[config.mk]
export PLATFORM = sky130hd
export DESIGN_NAME = usb_phy_resume_control
export DESIGN_NICKNAME = d
export VERILOG_FILES = /design/src/core/usb_phy_resume_pkg.sv /design/src/core/line_filter_if.sv /design/src/core/line_state_filter.sv /design/src/core/usb_phy_resume_control.sv
export VERILOG_INCLUDE_DIRS = /design/src /design/src/core
export SDC_FILE = /design/constraint.sdc
export NUM_CORES = 1
export LEC_CHECK = 0
export BUFFER_PORTS_ARGS = -buffer_cell sky130_fd_sc_hd__buf_2
export CORE_MARGIN = 2
export CORE_UTILIZATION = 40
export CTS_CLUSTER_SIZE = 30
export DETAILED_ROUTE_END_ITERATION = 12
export GPL_ROUTABILITY_DRIVEN = 0
export PLACE_DENSITY = 0.64
export SLEW_MARGIN = 20
export SYNTH_ARGS = -nofsm -noshare
export SYNTH_HDL_FRONTEND = slang
export SYNTH_SLANG_ARGS = --single-unit
export TNS_END_PERCENT = 50
[constraint.sdc]
create_clock -name i_sys_clk -period 3.5 [get_ports i_sys_clk]
set_input_delay 0.525 -clock i_sys_clk [delete_from_list [all_inputs] [get_ports i_sys_clk]]
set_output_delay 0.525 -clock i_sys_clk [all_outputs]
set_load 0.05 [all_outputs]
[src/core/usb_phy_resume_regs.svh]
`ifndef USB_PHY_RESUME_REGS_SVH
`define USB_PHY_RESUME_REGS_SVH

// ****************************************
// Register offsets
// ****************************************
`define PWR_SIG_OFS       8'h3C
`define XCVR_CTRL_OFS     8'h40
`define IRQ_STAT_OFS      8'h44
`define IRQ_MASK_OFS      8'h48
`define LINE_STAT_OFS     8'h4C

// ****************************************
// Field positions
// ****************************************
`define PS_VALID_BIT      8
`define PS_DATA_MSB       7
`define PULLDN_OFF_BIT    18
`define RST_CAUSE_BIT     13
`define RES_CAUSE_BIT     12
`define FILT_MSB          11
`define FILT_LSB          8
`define HW_RESUME_BIT     7
`define CONF_MSB          6
`define CONF_LSB          4
`define EV_J_BIT          0
`define EV_K_BIT          1
`define EV_SE0_BIT        2
`define EV_RESUME_BIT     3

// ****************************************
// Reset values and writable masks
// ****************************************
`define PWR_SIG_RST       32'h0000_0000
`define XCVR_CTRL_RST     32'h0000_0000
`define IRQ_RST           4'h0
`define PWR_SIG_WMASK     32'h0000_01FF
`define XCVR_CTRL_WMASK   32'h0004_3FF0
`define FILT_CNT_ONE      16'h0001

`endif

[src/core/usb_phy_resume_pkg.sv]
package usb_phy_resume_pkg;
    typedef enum logic [1:0] {
        SYM_SE0 = 2'h0,
        SYM_J   = 2'h1,
        SYM_K   = 2'h2,
        SYM_SE1 = 2'h3
    } line_sym_e;

    typedef enum logic {
        BUS_ACTIVE,
        BUS_SUSPENDED
    } susp_state_e;
endpackage : usb_phy_resume_pkg

[src/core/line_filter_if.sv]
`timescale 1ns/10ps
`default_nettype none
interface line_filter_if;
    logic [1:0] raw_state;
    logic [3:0] log2_clks;
    logic [1:0] filt_state;

    modport ctrl (output raw_state, output log2_clks, input filt_state);
    modport filt (input raw_state, input log2_clks, output filt_state);
endinterface : line_filter_if
`default_nettype wire

[src/core/line_state_filter.sv]
`timescale 1ns/10ps
`default_nettype none
`include "usb_phy_resume_regs.svh"
module line_state_filter (
    input  wire logic    i_sys_clk,
    input  wire logic    i_reset_n,
    line_filter_if.filt  lf
);
    logic [1:0]  cand_reg;
    logic [1:0]  filt_reg;
    logic [15:0] cnt_reg;
    logic [15:0] lim_m1;

    // Cycles a new state must stand, less one
    assign lim_m1 = (`FILT_CNT_ONE << lf.log2_clks) - `FILT_CNT_ONE;
    assign lf.filt_state = filt_reg;

    always_ff @(posedge i_sys_clk or negedge i_reset_n) begin
        if (!i_reset_n) begin
            cand_reg <= 2'h1;
            cnt_reg  <= 16'h0000;
        end else if (lf.raw_state != cand_reg) begin
            cand_reg <= lf.raw_state;
            cnt_reg  <= 16'h0000;
        // Ordered compare: a lowered field must not let the count wrap
        end else if (cand_reg != filt_reg && cnt_reg < lim_m1) begin
            cnt_reg  <= cnt_reg + `FILT_CNT_ONE;
        end
    end

    // Idle bus is J, so start there rather than report a false SE0
    always_ff @(posedge i_sys_clk or negedge i_reset_n) begin
        if (!i_reset_n) begin
            filt_reg <= 2'h1;
        end else if (lf.raw_state == cand_reg && cand_reg != filt_reg
                     && cnt_reg >= lim_m1) begin
            filt_reg <= cand_reg;
        end
    end

    filt_hold_a: assert property (
        @(posedge i_sys_clk) disable iff (!i_reset_n)
        (filt_reg != $past(filt_reg)) |->
            ($past(cnt_reg) >= $past(lim_m1)
             && $past(cand_reg) == filt_reg))
        else $error("Line state passed before hold time");
endmodule : line_state_filter
`default_nettype wire

[src/core/usb_phy_resume_control.sv]
// What this block does
// - A line state change reaches the filtered output only after it has stood for two to the power of the filter field, in clocks.
// - An automatic resume caused by SE0 sets the reset-cause flag at bit 13, which holds until software writes zero.
// - An automatic resume caused by K sets the resume-cause flag at bit 12, which holds until software writes zero.
// - With bit 7 set the suspend logic resumes in hardware; with it clear software polls the filtered line state.
// - The three transceiver configuration pins follow bits 6 to 4 of the transceiver control register.
// - Bit 18 set turns off the pulldowns on both pulldown ports; it resets to zero, pulldowns on.
// - Separate flags are set when the filtered line state shows J, K or SE0.
//
// The address-and-strobe port is this design's own decision.
`timescale 1ns/10ps
`default_nettype none
`include "usb_phy_resume_regs.svh"
module usb_phy_resume_control (
    input  wire logic        i_sys_clk,
    input  wire logic        i_reset_n,
    input  wire logic [7:0]  i_addr,
    input  wire logic [31:0] i_wdata,
    input  wire logic        i_wr,
    input  wire logic        i_rd,
    output logic      [31:0] o_rdata,
    input  wire logic [1:0]  i_line_state,
    input  wire logic        i_suspend,
    output logic             o_auto_resume,
    output logic      [1:0]  o_line_state_filt,
    output logic      [2:0]  o_transceiver_config_pins,
    output logic             o_first_pulldown_port_off,
    output logic             o_second_pulldown_port_off,
    output logic             o_power_valid,
    output logic      [7:0]  o_power_data,
    output logic             o_irq
);
    // ****************************************
    // Declarations
    // ****************************************
    logic [31:0] pwr_reg;
    logic [31:0] ctrl_reg;
    logic [3:0]  stat_reg;
    logic [3:0]  stat_next;
    logic [3:0]  mask_reg;
    logic [1:0]  ls_meta_reg;
    logic [1:0]  ls_sync_reg;
    logic [1:0]  filt_prev_reg;
    logic        resume_reg;
    logic        wr_pwr;
    logic        wr_ctrl;
    logic        wr_stat;
    logic        wr_mask;
    logic        enter_j;
    logic        enter_k;
    logic        enter_se0;
    logic        res_k;
    logic        res_se0;
    logic [3:0]  events;
    logic [31:0] rd_mux;
    usb_phy_resume_pkg::susp_state_e state_reg;
    line_filter_if lf ();

    // ****************************************
    // Pin synchroniser and filter
    // ****************************************
    // Line state is asynchronous to the system clock
    always_ff @(posedge i_sys_clk or negedge i_reset_n) begin
        if (!i_reset_n) begin
            ls_meta_reg <= 2'h1;
            ls_sync_reg <= 2'h1;
        end else begin
            ls_meta_reg <= i_line_state;
            ls_sync_reg <= ls_meta_reg;
        end
    end

    assign lf.raw_state = ls_sync_reg;
    assign lf.log2_clks = ctrl_reg[`FILT_MSB:`FILT_LSB];

    line_state_filter u_filter (
        .i_sys_clk (i_sys_clk),
        .i_reset_n (i_reset_n),
        .lf        (lf.filt)
    );

    assign o_line_state_filt = lf.filt_state;

    always_ff @(posedge i_sys_clk or negedge i_reset_n) begin
        if (!i_reset_n) begin
            filt_prev_reg <= 2'h1;
        end else begin
            filt_prev_reg <= lf.filt_state;
        end
    end

    // Flag on entry so a held symbol can still be cleared
    assign enter_j   = lf.filt_state != filt_prev_reg
                       && lf.filt_state == usb_phy_resume_pkg::SYM_J;
    assign enter_k   = lf.filt_state != filt_prev_reg
                       && lf.filt_state == usb_phy_resume_pkg::SYM_K;
    assign enter_se0 = lf.filt_state != filt_prev_reg
                       && lf.filt_state == usb_phy_resume_pkg::SYM_SE0;

    // ****************************************
    // Bus decode
    // ****************************************
    assign wr_pwr  = i_wr && i_addr == `PWR_SIG_OFS;
    assign wr_ctrl = i_wr && i_addr == `XCVR_CTRL_OFS;
    assign wr_stat = i_wr && i_addr == `IRQ_STAT_OFS;
    assign wr_mask = i_wr && i_addr == `IRQ_MASK_OFS;

    // ****************************************
    // Suspend and resume
    // ****************************************
    // Hardware resume only when enabled; otherwise software polls
    assign res_k   = state_reg == usb_phy_resume_pkg::BUS_SUSPENDED
                     && ctrl_reg[`HW_RESUME_BIT] && enter_k;
    assign res_se0 = state_reg == usb_phy_resume_pkg::BUS_SUSPENDED
                     && ctrl_reg[`HW_RESUME_BIT] && enter_se0;

    always_ff @(posedge i_sys_clk or negedge i_reset_n) begin
        if (!i_reset_n) begin
            state_reg <= usb_phy_resume_pkg::BUS_ACTIVE;
        end else begin
            unique case (state_reg)
                usb_phy_resume_pkg::BUS_ACTIVE: begin
                    if (i_suspend) begin
                        state_reg <= usb_phy_resume_pkg::BUS_SUSPENDED;
                    end
                end
                usb_phy_resume_pkg::BUS_SUSPENDED: begin
                    if (!i_suspend || res_k || res_se0) begin
                        state_reg <= usb_phy_resume_pkg::BUS_ACTIVE;
                    end
                end
            endcase
        end
    end

    always_ff @(posedge i_sys_clk or negedge i_reset_n) begin
        if (!i_reset_n) begin
            resume_reg <= 1'b0;
        end else begin
            resume_reg <= res_k || res_se0;
        end
    end

    assign o_auto_resume = resume_reg;

    // ****************************************
    // Registers
    // ****************************************
    always_ff @(posedge i_sys_clk or negedge i_reset_n) begin
        if (!i_reset_n) begin
            pwr_reg <= `PWR_SIG_RST;
        end else if (wr_pwr) begin
            pwr_reg <= i_wdata & `PWR_SIG_WMASK;
        end
    end

    // Cause flags: hardware set wins over a software clear
    always_ff @(posedge i_sys_clk or negedge i_reset_n) begin
        if (!i_reset_n) begin
            ctrl_reg <= `XCVR_CTRL_RST;
        end else begin
            if (wr_ctrl) begin
                ctrl_reg <= i_wdata & `XCVR_CTRL_WMASK;
            end
            if (res_se0) begin
                ctrl_reg[`RST_CAUSE_BIT] <= 1'b1;
            end
            if (res_k) begin
                ctrl_reg[`RES_CAUSE_BIT] <= 1'b1;
            end
        end
    end

    assign o_transceiver_config_pins =
        ctrl_reg[`CONF_MSB:`CONF_LSB];
    assign o_first_pulldown_port_off  = ctrl_reg[`PULLDN_OFF_BIT];
    assign o_second_pulldown_port_off = ctrl_reg[`PULLDN_OFF_BIT];
    assign o_power_valid = pwr_reg[`PS_VALID_BIT];
    assign o_power_data  = pwr_reg[`PS_DATA_MSB:0];

    // ****************************************
    // Interrupts
    // ****************************************
    always_comb begin
        events = 4'h0;
        events[`EV_J_BIT]      = enter_j;
        events[`EV_K_BIT]      = enter_k;
        events[`EV_SE0_BIT]    = enter_se0;
        events[`EV_RESUME_BIT] = res_k || res_se0;
        stat_next = stat_reg;
        if (wr_stat) begin
            stat_next = stat_reg & ~i_wdata[3:0];
        end
        stat_next = stat_next | events;
    end

    always_ff @(posedge i_sys_clk or negedge i_reset_n) begin
        if (!i_reset_n) begin
            stat_reg <= `IRQ_RST;
        end else begin
            stat_reg <= stat_next;
        end
    end

    always_ff @(posedge i_sys_clk or negedge i_reset_n) begin
        if (!i_reset_n) begin
            mask_reg <= `IRQ_RST;
        end else if (wr_mask) begin
            mask_reg <= i_wdata[3:0];
        end
    end

    assign o_irq = |(stat_reg & mask_reg);

    // ****************************************
    // Read path
    // ****************************************
    always_comb begin
        rd_mux = 32'h0000_0000;
        unique case (i_addr)
            `PWR_SIG_OFS:   rd_mux = pwr_reg;
            `XCVR_CTRL_OFS: rd_mux = ctrl_reg;
            `IRQ_STAT_OFS:  rd_mux = {28'h000_0000, stat_reg};
            `IRQ_MASK_OFS:  rd_mux = {28'h000_0000, mask_reg};
            `LINE_STAT_OFS: rd_mux = {30'h0, lf.filt_state};
            default:        rd_mux = 32'h0000_0000;
        endcase
    end

    // Data only in the cycle after the strobe
    always_ff @(posedge i_sys_clk or negedge i_reset_n) begin
        if (!i_reset_n) begin
            o_rdata <= 32'h0000_0000;
        end else if (i_rd) begin
            o_rdata <= rd_mux;
        end else begin
            o_rdata <= 32'h0000_0000;
        end
    end

    // ****************************************
    // Assertions
    // ****************************************
    conf_pins_a: assert property (
        @(posedge i_sys_clk) disable iff (!i_reset_n)
        wr_ctrl |=> o_transceiver_config_pins == $past(i_wdata[6:4]))
        else $error("Config pins do not follow register");

    pulldown_off_a: assert property (
        @(posedge i_sys_clk) disable iff (!i_reset_n)
        wr_ctrl |=> o_first_pulldown_port_off == $past(i_wdata[18])
                 && o_second_pulldown_port_off == $past(i_wdata[18]))
        else $error("Pulldown control wrong");

    reset_cause_a: assert property (
        @(posedge i_sys_clk) disable iff (!i_reset_n)
        res_se0 |=> ctrl_reg[13] && o_auto_resume)
        else $error("Reset cause flag not set");

    resume_cause_a: assert property (
        @(posedge i_sys_clk) disable iff (!i_reset_n)
        res_k |=> ctrl_reg[12] && o_auto_resume)
        else $error("Resume cause flag not set");

    cause_hold_a: assert property (
        @(posedge i_sys_clk) disable iff (!i_reset_n)
        ctrl_reg[13] && !wr_ctrl |=> ctrl_reg[13])
        else $error("Reset cause flag lost");

    sw_resume_a: assert property (
        @(posedge i_sys_clk) disable iff (!i_reset_n)
        !ctrl_reg[7] |=> !o_auto_resume)
        else $error("Hardware resume while disabled");

    line_flag_a: assert property (
        @(posedge i_sys_clk) disable iff (!i_reset_n)
        enter_k |=> stat_reg[1] ##1 (stat_reg[1] || $past(wr_stat)))
        else $error("K flag not set");

    reserved_zero_a: assert property (
        @(posedge i_sys_clk) disable iff (!i_reset_n)
        i_rd && i_addr == `XCVR_CTRL_OFS |=>
            o_rdata[31:19] == 13'h0 && o_rdata[17:14] == 4'h0
            && o_rdata[3:0] == 4'h0)
        else $error("Reserved bits not zero");

    irq_level_a: assert property (
        @(posedge i_sys_clk) disable iff (!i_reset_n)
        $rose(stat_reg[3]) && mask_reg[3] |-> o_irq)
        else $error("Interrupt not raised");

    rdata_idle_a: assert property (
        @(posedge i_sys_clk) disable iff (!i_reset_n)
        !i_rd |=> o_rdata == 32'h0000_0000)
        else $error("Read data left standing");

    pwr_rsvd_a: assert property (
        @(posedge i_sys_clk) disable iff (!i_reset_n)
        i_rd && i_addr == `PWR_SIG_OFS |=> o_rdata[31:9] == 23'h0)
        else $error("Power register reserved bits not zero");

    power_out_a: assert property (
        @(posedge i_sys_clk) disable iff (!i_reset_n)
        wr_pwr |=> o_power_valid == $past(i_wdata[`PS_VALID_BIT])
                && o_power_data == $past(i_wdata[`PS_DATA_MSB:0]))
        else $error("Power outputs do not follow register");

    auto_pulse_a: assert property (
        @(posedge i_sys_clk) disable iff (!i_reset_n)
        o_auto_resume |=> !o_auto_resume)
        else $error("Resume pulse longer than one cycle");

    active_resume_a: assert property (
        @(posedge i_sys_clk) disable iff (!i_reset_n)
        state_reg == usb_phy_resume_pkg::BUS_ACTIVE |=> !o_auto_resume)
        else $error("Resume outside suspend");

    resume_flag_a: assert property (
        @(posedge i_sys_clk) disable iff (!i_reset_n)
        res_k || res_se0 |=> stat_reg[`EV_RESUME_BIT])
        else $error("Resume status flag not set");

    se0_flag_a: assert property (
        @(posedge i_sys_clk) disable iff (!i_reset_n)
        enter_se0 |=> stat_reg[`EV_SE0_BIT])
        else $error("SE0 flag not set");

    j_flag_hold_a: assert property (
        @(posedge i_sys_clk) disable iff (!i_reset_n)
        stat_reg[`EV_J_BIT] && !wr_stat |=> stat_reg[`EV_J_BIT])
        else $error("J flag lost");

    w1c_clear_a: assert property (
        @(posedge i_sys_clk) disable iff (!i_reset_n)
        wr_stat && i_wdata[`EV_SE0_BIT] && !enter_se0
            |=> !stat_reg[`EV_SE0_BIT])
        else $error("SE0 flag not cleared");

    resume_k_c: cover property (
        @(posedge i_sys_clk) disable iff (!i_reset_n) res_k);
    resume_se0_c: cover property (
        @(posedge i_sys_clk) disable iff (!i_reset_n) res_se0);
    irq_c: cover property (
        @(posedge i_sys_clk) disable iff (!i_reset_n) $rose(o_irq));
    soft_poll_c: cover property (
        @(posedge i_sys_clk) disable iff (!i_reset_n)
        enter_k && !ctrl_reg[`HW_RESUME_BIT]
        && state_reg == usb_phy_resume_pkg::BUS_SUSPENDED);
    cause_clr_c: cover property (
        @(posedge i_sys_clk) disable iff (!i_reset_n)
        wr_ctrl && ctrl_reg[`RES_CAUSE_BIT] && !i_wdata[`RES_CAUSE_BIT]);
endmodule : usb_phy_resume_control
`default_nettype wire

==> results.py <==
metrics = {
    "status": {
        "status": "complete, no violations",
    },
    "clock_network": {
        "cts_max_level": 3,
        "postCtsHoldBufs": 0,
        "cts_buffers": 9,
        "clock_latency_ns": 0.35,
        "cts_tree": "yes",
        "clkSlewWorstSetupHoldPaths_ns": 0.08,
        "max-clock-path-buffers": 2,
        "cts_sinks": 71,
        "cts_root_buf": "clkbuf_8",
    },
    "cells_and_area": {
        "fin_nets": 497,
        "synthToLayoutAreaGrowth_pct": 18.17,
        "drive_above_1_share_pct": 32.72,
        "final_area_um2": 4573,
        "largest_register_ffs": 16,
        "antenna_cells": 0,
        "fin_util_pct": 49.03,
    },
    "timing": {
        "hold_viol": 0,
        "finalCriticalPeriod_ns": 3.305,
        "slew_headroom_pct": 40.96,
        "report.final.slew_viol_count": 0,
        "max_freq_mhz": 302.6,
        "setup_viol": 0,
        "timing.setup.tns_ns": 0,
        "fin_ws_ns": 0.1954,
        "finClkSkew_ns": 0.007082,
        "finalCritPeriodShare_pct": 94.42,
        "worst_pin_slew_ns": 0.8856,
    },
    "floorplanning": {
        "start_util_pct": 41.49,
        "die-area_um2": 10480,
        "rows": 35,
        "die_x_um": 102.4,
        "coreArea_um2": 9328,
        "num_io_pins": 97,
        "die_y_um": 102.4,
    },
    "yosys": {
        "synth_area_leaders": "dfrtp_1 (43%), ha_1 (5.8%), mux2_4 (4.7%)",
        "yosysWarnings": 0,
        "synth_top_family_by_area": "simple AND/OR/NAND/NOR gates",
        "synthTopCellsByCount": "dfrtp_1 (66), a21oi_1 (30), nand2_1 (27), buf_4 (21), ha_1 (18)",
        "synth.cell_area_um2": 3870,
        "syn_area_per_cell_um2": 10.49,
        "synth_xor_area_share_pct": 1.358,
        "yosys.area_share.simple_pct": 16.59,
        "yosysUniqueCellTypes": 54,
        "ys.flop_type": "dfrtp_1",
        "synthCells": 369,
        "ys_seq_elements": 71,
        "synth_fa_ha_area_share_pct": 5.820,
        "synthMuxAreaShare_pct": 8.923,
        "ys_async_sr_fraction_pct": 100.0,
        "synth_top_area_cell": "dfrtp_1",
        "synth_compound_area_share_pct": 13.77,
        "synth-edff-count": 0,
        "synth_top_area_share_pct": 42.68,
        "yosysMostFrequentCell": "dfrtp_1",
        "synth.yosys.seq_area_share_pct": 46.07,
    },
    "power": {
        "p_leak_nw": 2.170,
        "combPwrFrac_pct": 25.1,
        "finalPower_mw": 2.146,
        "pwr_density_cell_nw_per_um2": 469.3,
        "pwr-share-seq_pct": 43.6,
        "clkPwrFrac_pct": 31.3,
        "p_int_mw": 1.398,
        "ir_drop_uv": 337.0,
        "swShare_pct": 34.87,
        "switching_power_uw": 748.3,
    },
    "worst_setup_path": {
        "crit_buf_inv": 2,
        "cp-end-kind": "flip-flop",
        "crit_type": "reg2reg",
        "required_ns": 3.78,
        "max_stage_delay_ns": 0.46,
        "path_delay_family": "simple AND/OR/NAND/NOR gates",
        "slowest_stage": "or4_1",
        "path_cells": "nor3_4 -> nand2b_1 -> ha_2 -> or2_4 -> o22a_1 -> o22a_1 -> ha_1 -> nand4_1 -> buf_4 -> nor2_1 -> nand2_1 -> nand3_4 -> buf_4 -> or4_1 -> a21oi_1",
        "cp.arrival_ns": 3.58,
        "startpoint_type": "flip-flop",
        "cp_max_fo": 8,
    },
    "routing": {
        "routedWlPerCell_um": 14.70,
        "drc_errors": 0,
        "drt-initial-drc-count": 127,
        "drtPass1Iterations": 4,
        "vias": 3001,
        "antenna_left": 0,
        "vias_per_cell": 5.302,
        "finalWirelength_um": 8322,
    },
    "placement": {
        "placed_cell_area_um2": 4247,
        "dp_hpwl_um": 5887,
        "port-buffer-count": 62,
        "dpl_worst_slack_ns": -0.01367,
    },
    "global_routing": {
        "grtUsageTotal_pct": 17.02,
        "grt_pass1_vias": 2886,
        "grt_pass1_wl_um": 13950,
        "antenna_found_initial": 0,
        "overflow": 0,
        "grt_max_degree": 72,
    },
    "min_path": {
        "hold_class": "in2reg",
    },
    "flow_run": {
        "drv_cap": 0,
    },
}
[routing by layer]
metal | track usage (%) | part of all wire [%] | up-vias
met5 | 0 | 0 | -
li1 | - | - | 1449
met3 | 3.283 | 4.0 | 9
met1 | 22.27 | 45 | 1464
met4 | 6.051 | 1.3 | 0
met2 | 28.29 | 50 | 79
[power by group through the flow]
stage	sequential (mW)	combinational, mW	clock, mW
finish	0.935	0.540	0.672
global route	0.944	0.598	0.732
CTS	0.935	0.503	0.696
detailed placement	0.951	0.501	0
global placement	0.948	0.492	0
floorplan	0.989	0.347	0
[worst reg2reg max path, stage by stage (launching register included)]
cell and delay (ns):
dfrtp_1 0.41, nor3_4 0.23, nand2b_1 0.11, ha_2 0.19, or2_4 0.24, o22a_1 0.21, o22a_1 0.20, ha_1 0.27
nand4_1 0.16, buf_4 0.15, nor2_1 0.04, nand2_1 0.11, nand3_4 0.13, buf_4 0.18, or4_1 0.46, a21oi_1 0.16
[path summary, 6_finish.rpt]
kind / from / to / slack (ns) / cells after the start
worst min register to register: ls_meta_reg[1] / lf.raw_state[1] / 0.35 / 0
max in group asynchronous: i_reset_n / o_rdata[9] / 2.55 / 2
worst min-delay path: i_line_state[0] / ls_meta_reg[0] / 0.27 / 1
min in group asynchronous: i_reset_n / pwr_reg[3] / 0.35 / 2
worst max register to register: ctrl_reg[9] / u_filter.cnt_reg[4] / 0.20 / 15
worst max-delay path: ctrl_reg[9] / u_filter.cnt_reg[4] / 0.20 / 15
[through the flow]
step | cells | hold WS [ns]
after detailed placement | 546 | 0.3358
after global routing | 566 | 0.2518
after floorplan | 385 | 0.2294
final | 566 | 0.2667
after global placement | 546 | 0.3343
after CTS | 562 | 0.2491
[final cells by class]
type                            count  area, µm²
Multi-Input combinational cell    265       1938
Tap cell                          129      161.4
Inverter                            7      26.28
Sequential cell                    71       1783
Timing Repair Buffer               78      459.2
Clock inverter                      7      81.33
Clock buffer                        9      123.9
Fill cell                         878       4755
[logic make-up (layout without fill, tap and decap cells)]
kind of cell	after synthesis	in the layout
buffers and inverters	49	101
other	2	18
XOR/XNOR	6	6
AO/OA/AOI/OAI	82	82
AND/OR/NAND/NOR	114	114
multiplexers	27	27
adder cells (fa/ha/maj)	18	18
flip-flops	71	71
[placed cells by master, fill, tap and decap left out, types with 9 or more instances in the layout]
cell type and count:
mux2_2 12, ha_1 17, nand2_1 27, or4_1 10
a21oi_1 26, mux2_4 12, buf_2 62, a22oi_1 9
clkbuf_8 9, buf_4 13, o31ai_1 11, dfrtp_1 66
conb_1 18, nand3_1 14, nor2_1 16
[what timing repair did]
| item | 4_1_cts | 5_1_grt |
|---|---|---|
| setup endpoints to repair | 8 | 15 |
| resized for setup | 1 | 18 |
| setup buffers | 0 | 3 |
| pin swaps | 0 | 9 |
| gates cloned | 0 | 1 |
No activity file was read; power rests on OpenSTA's default activity.
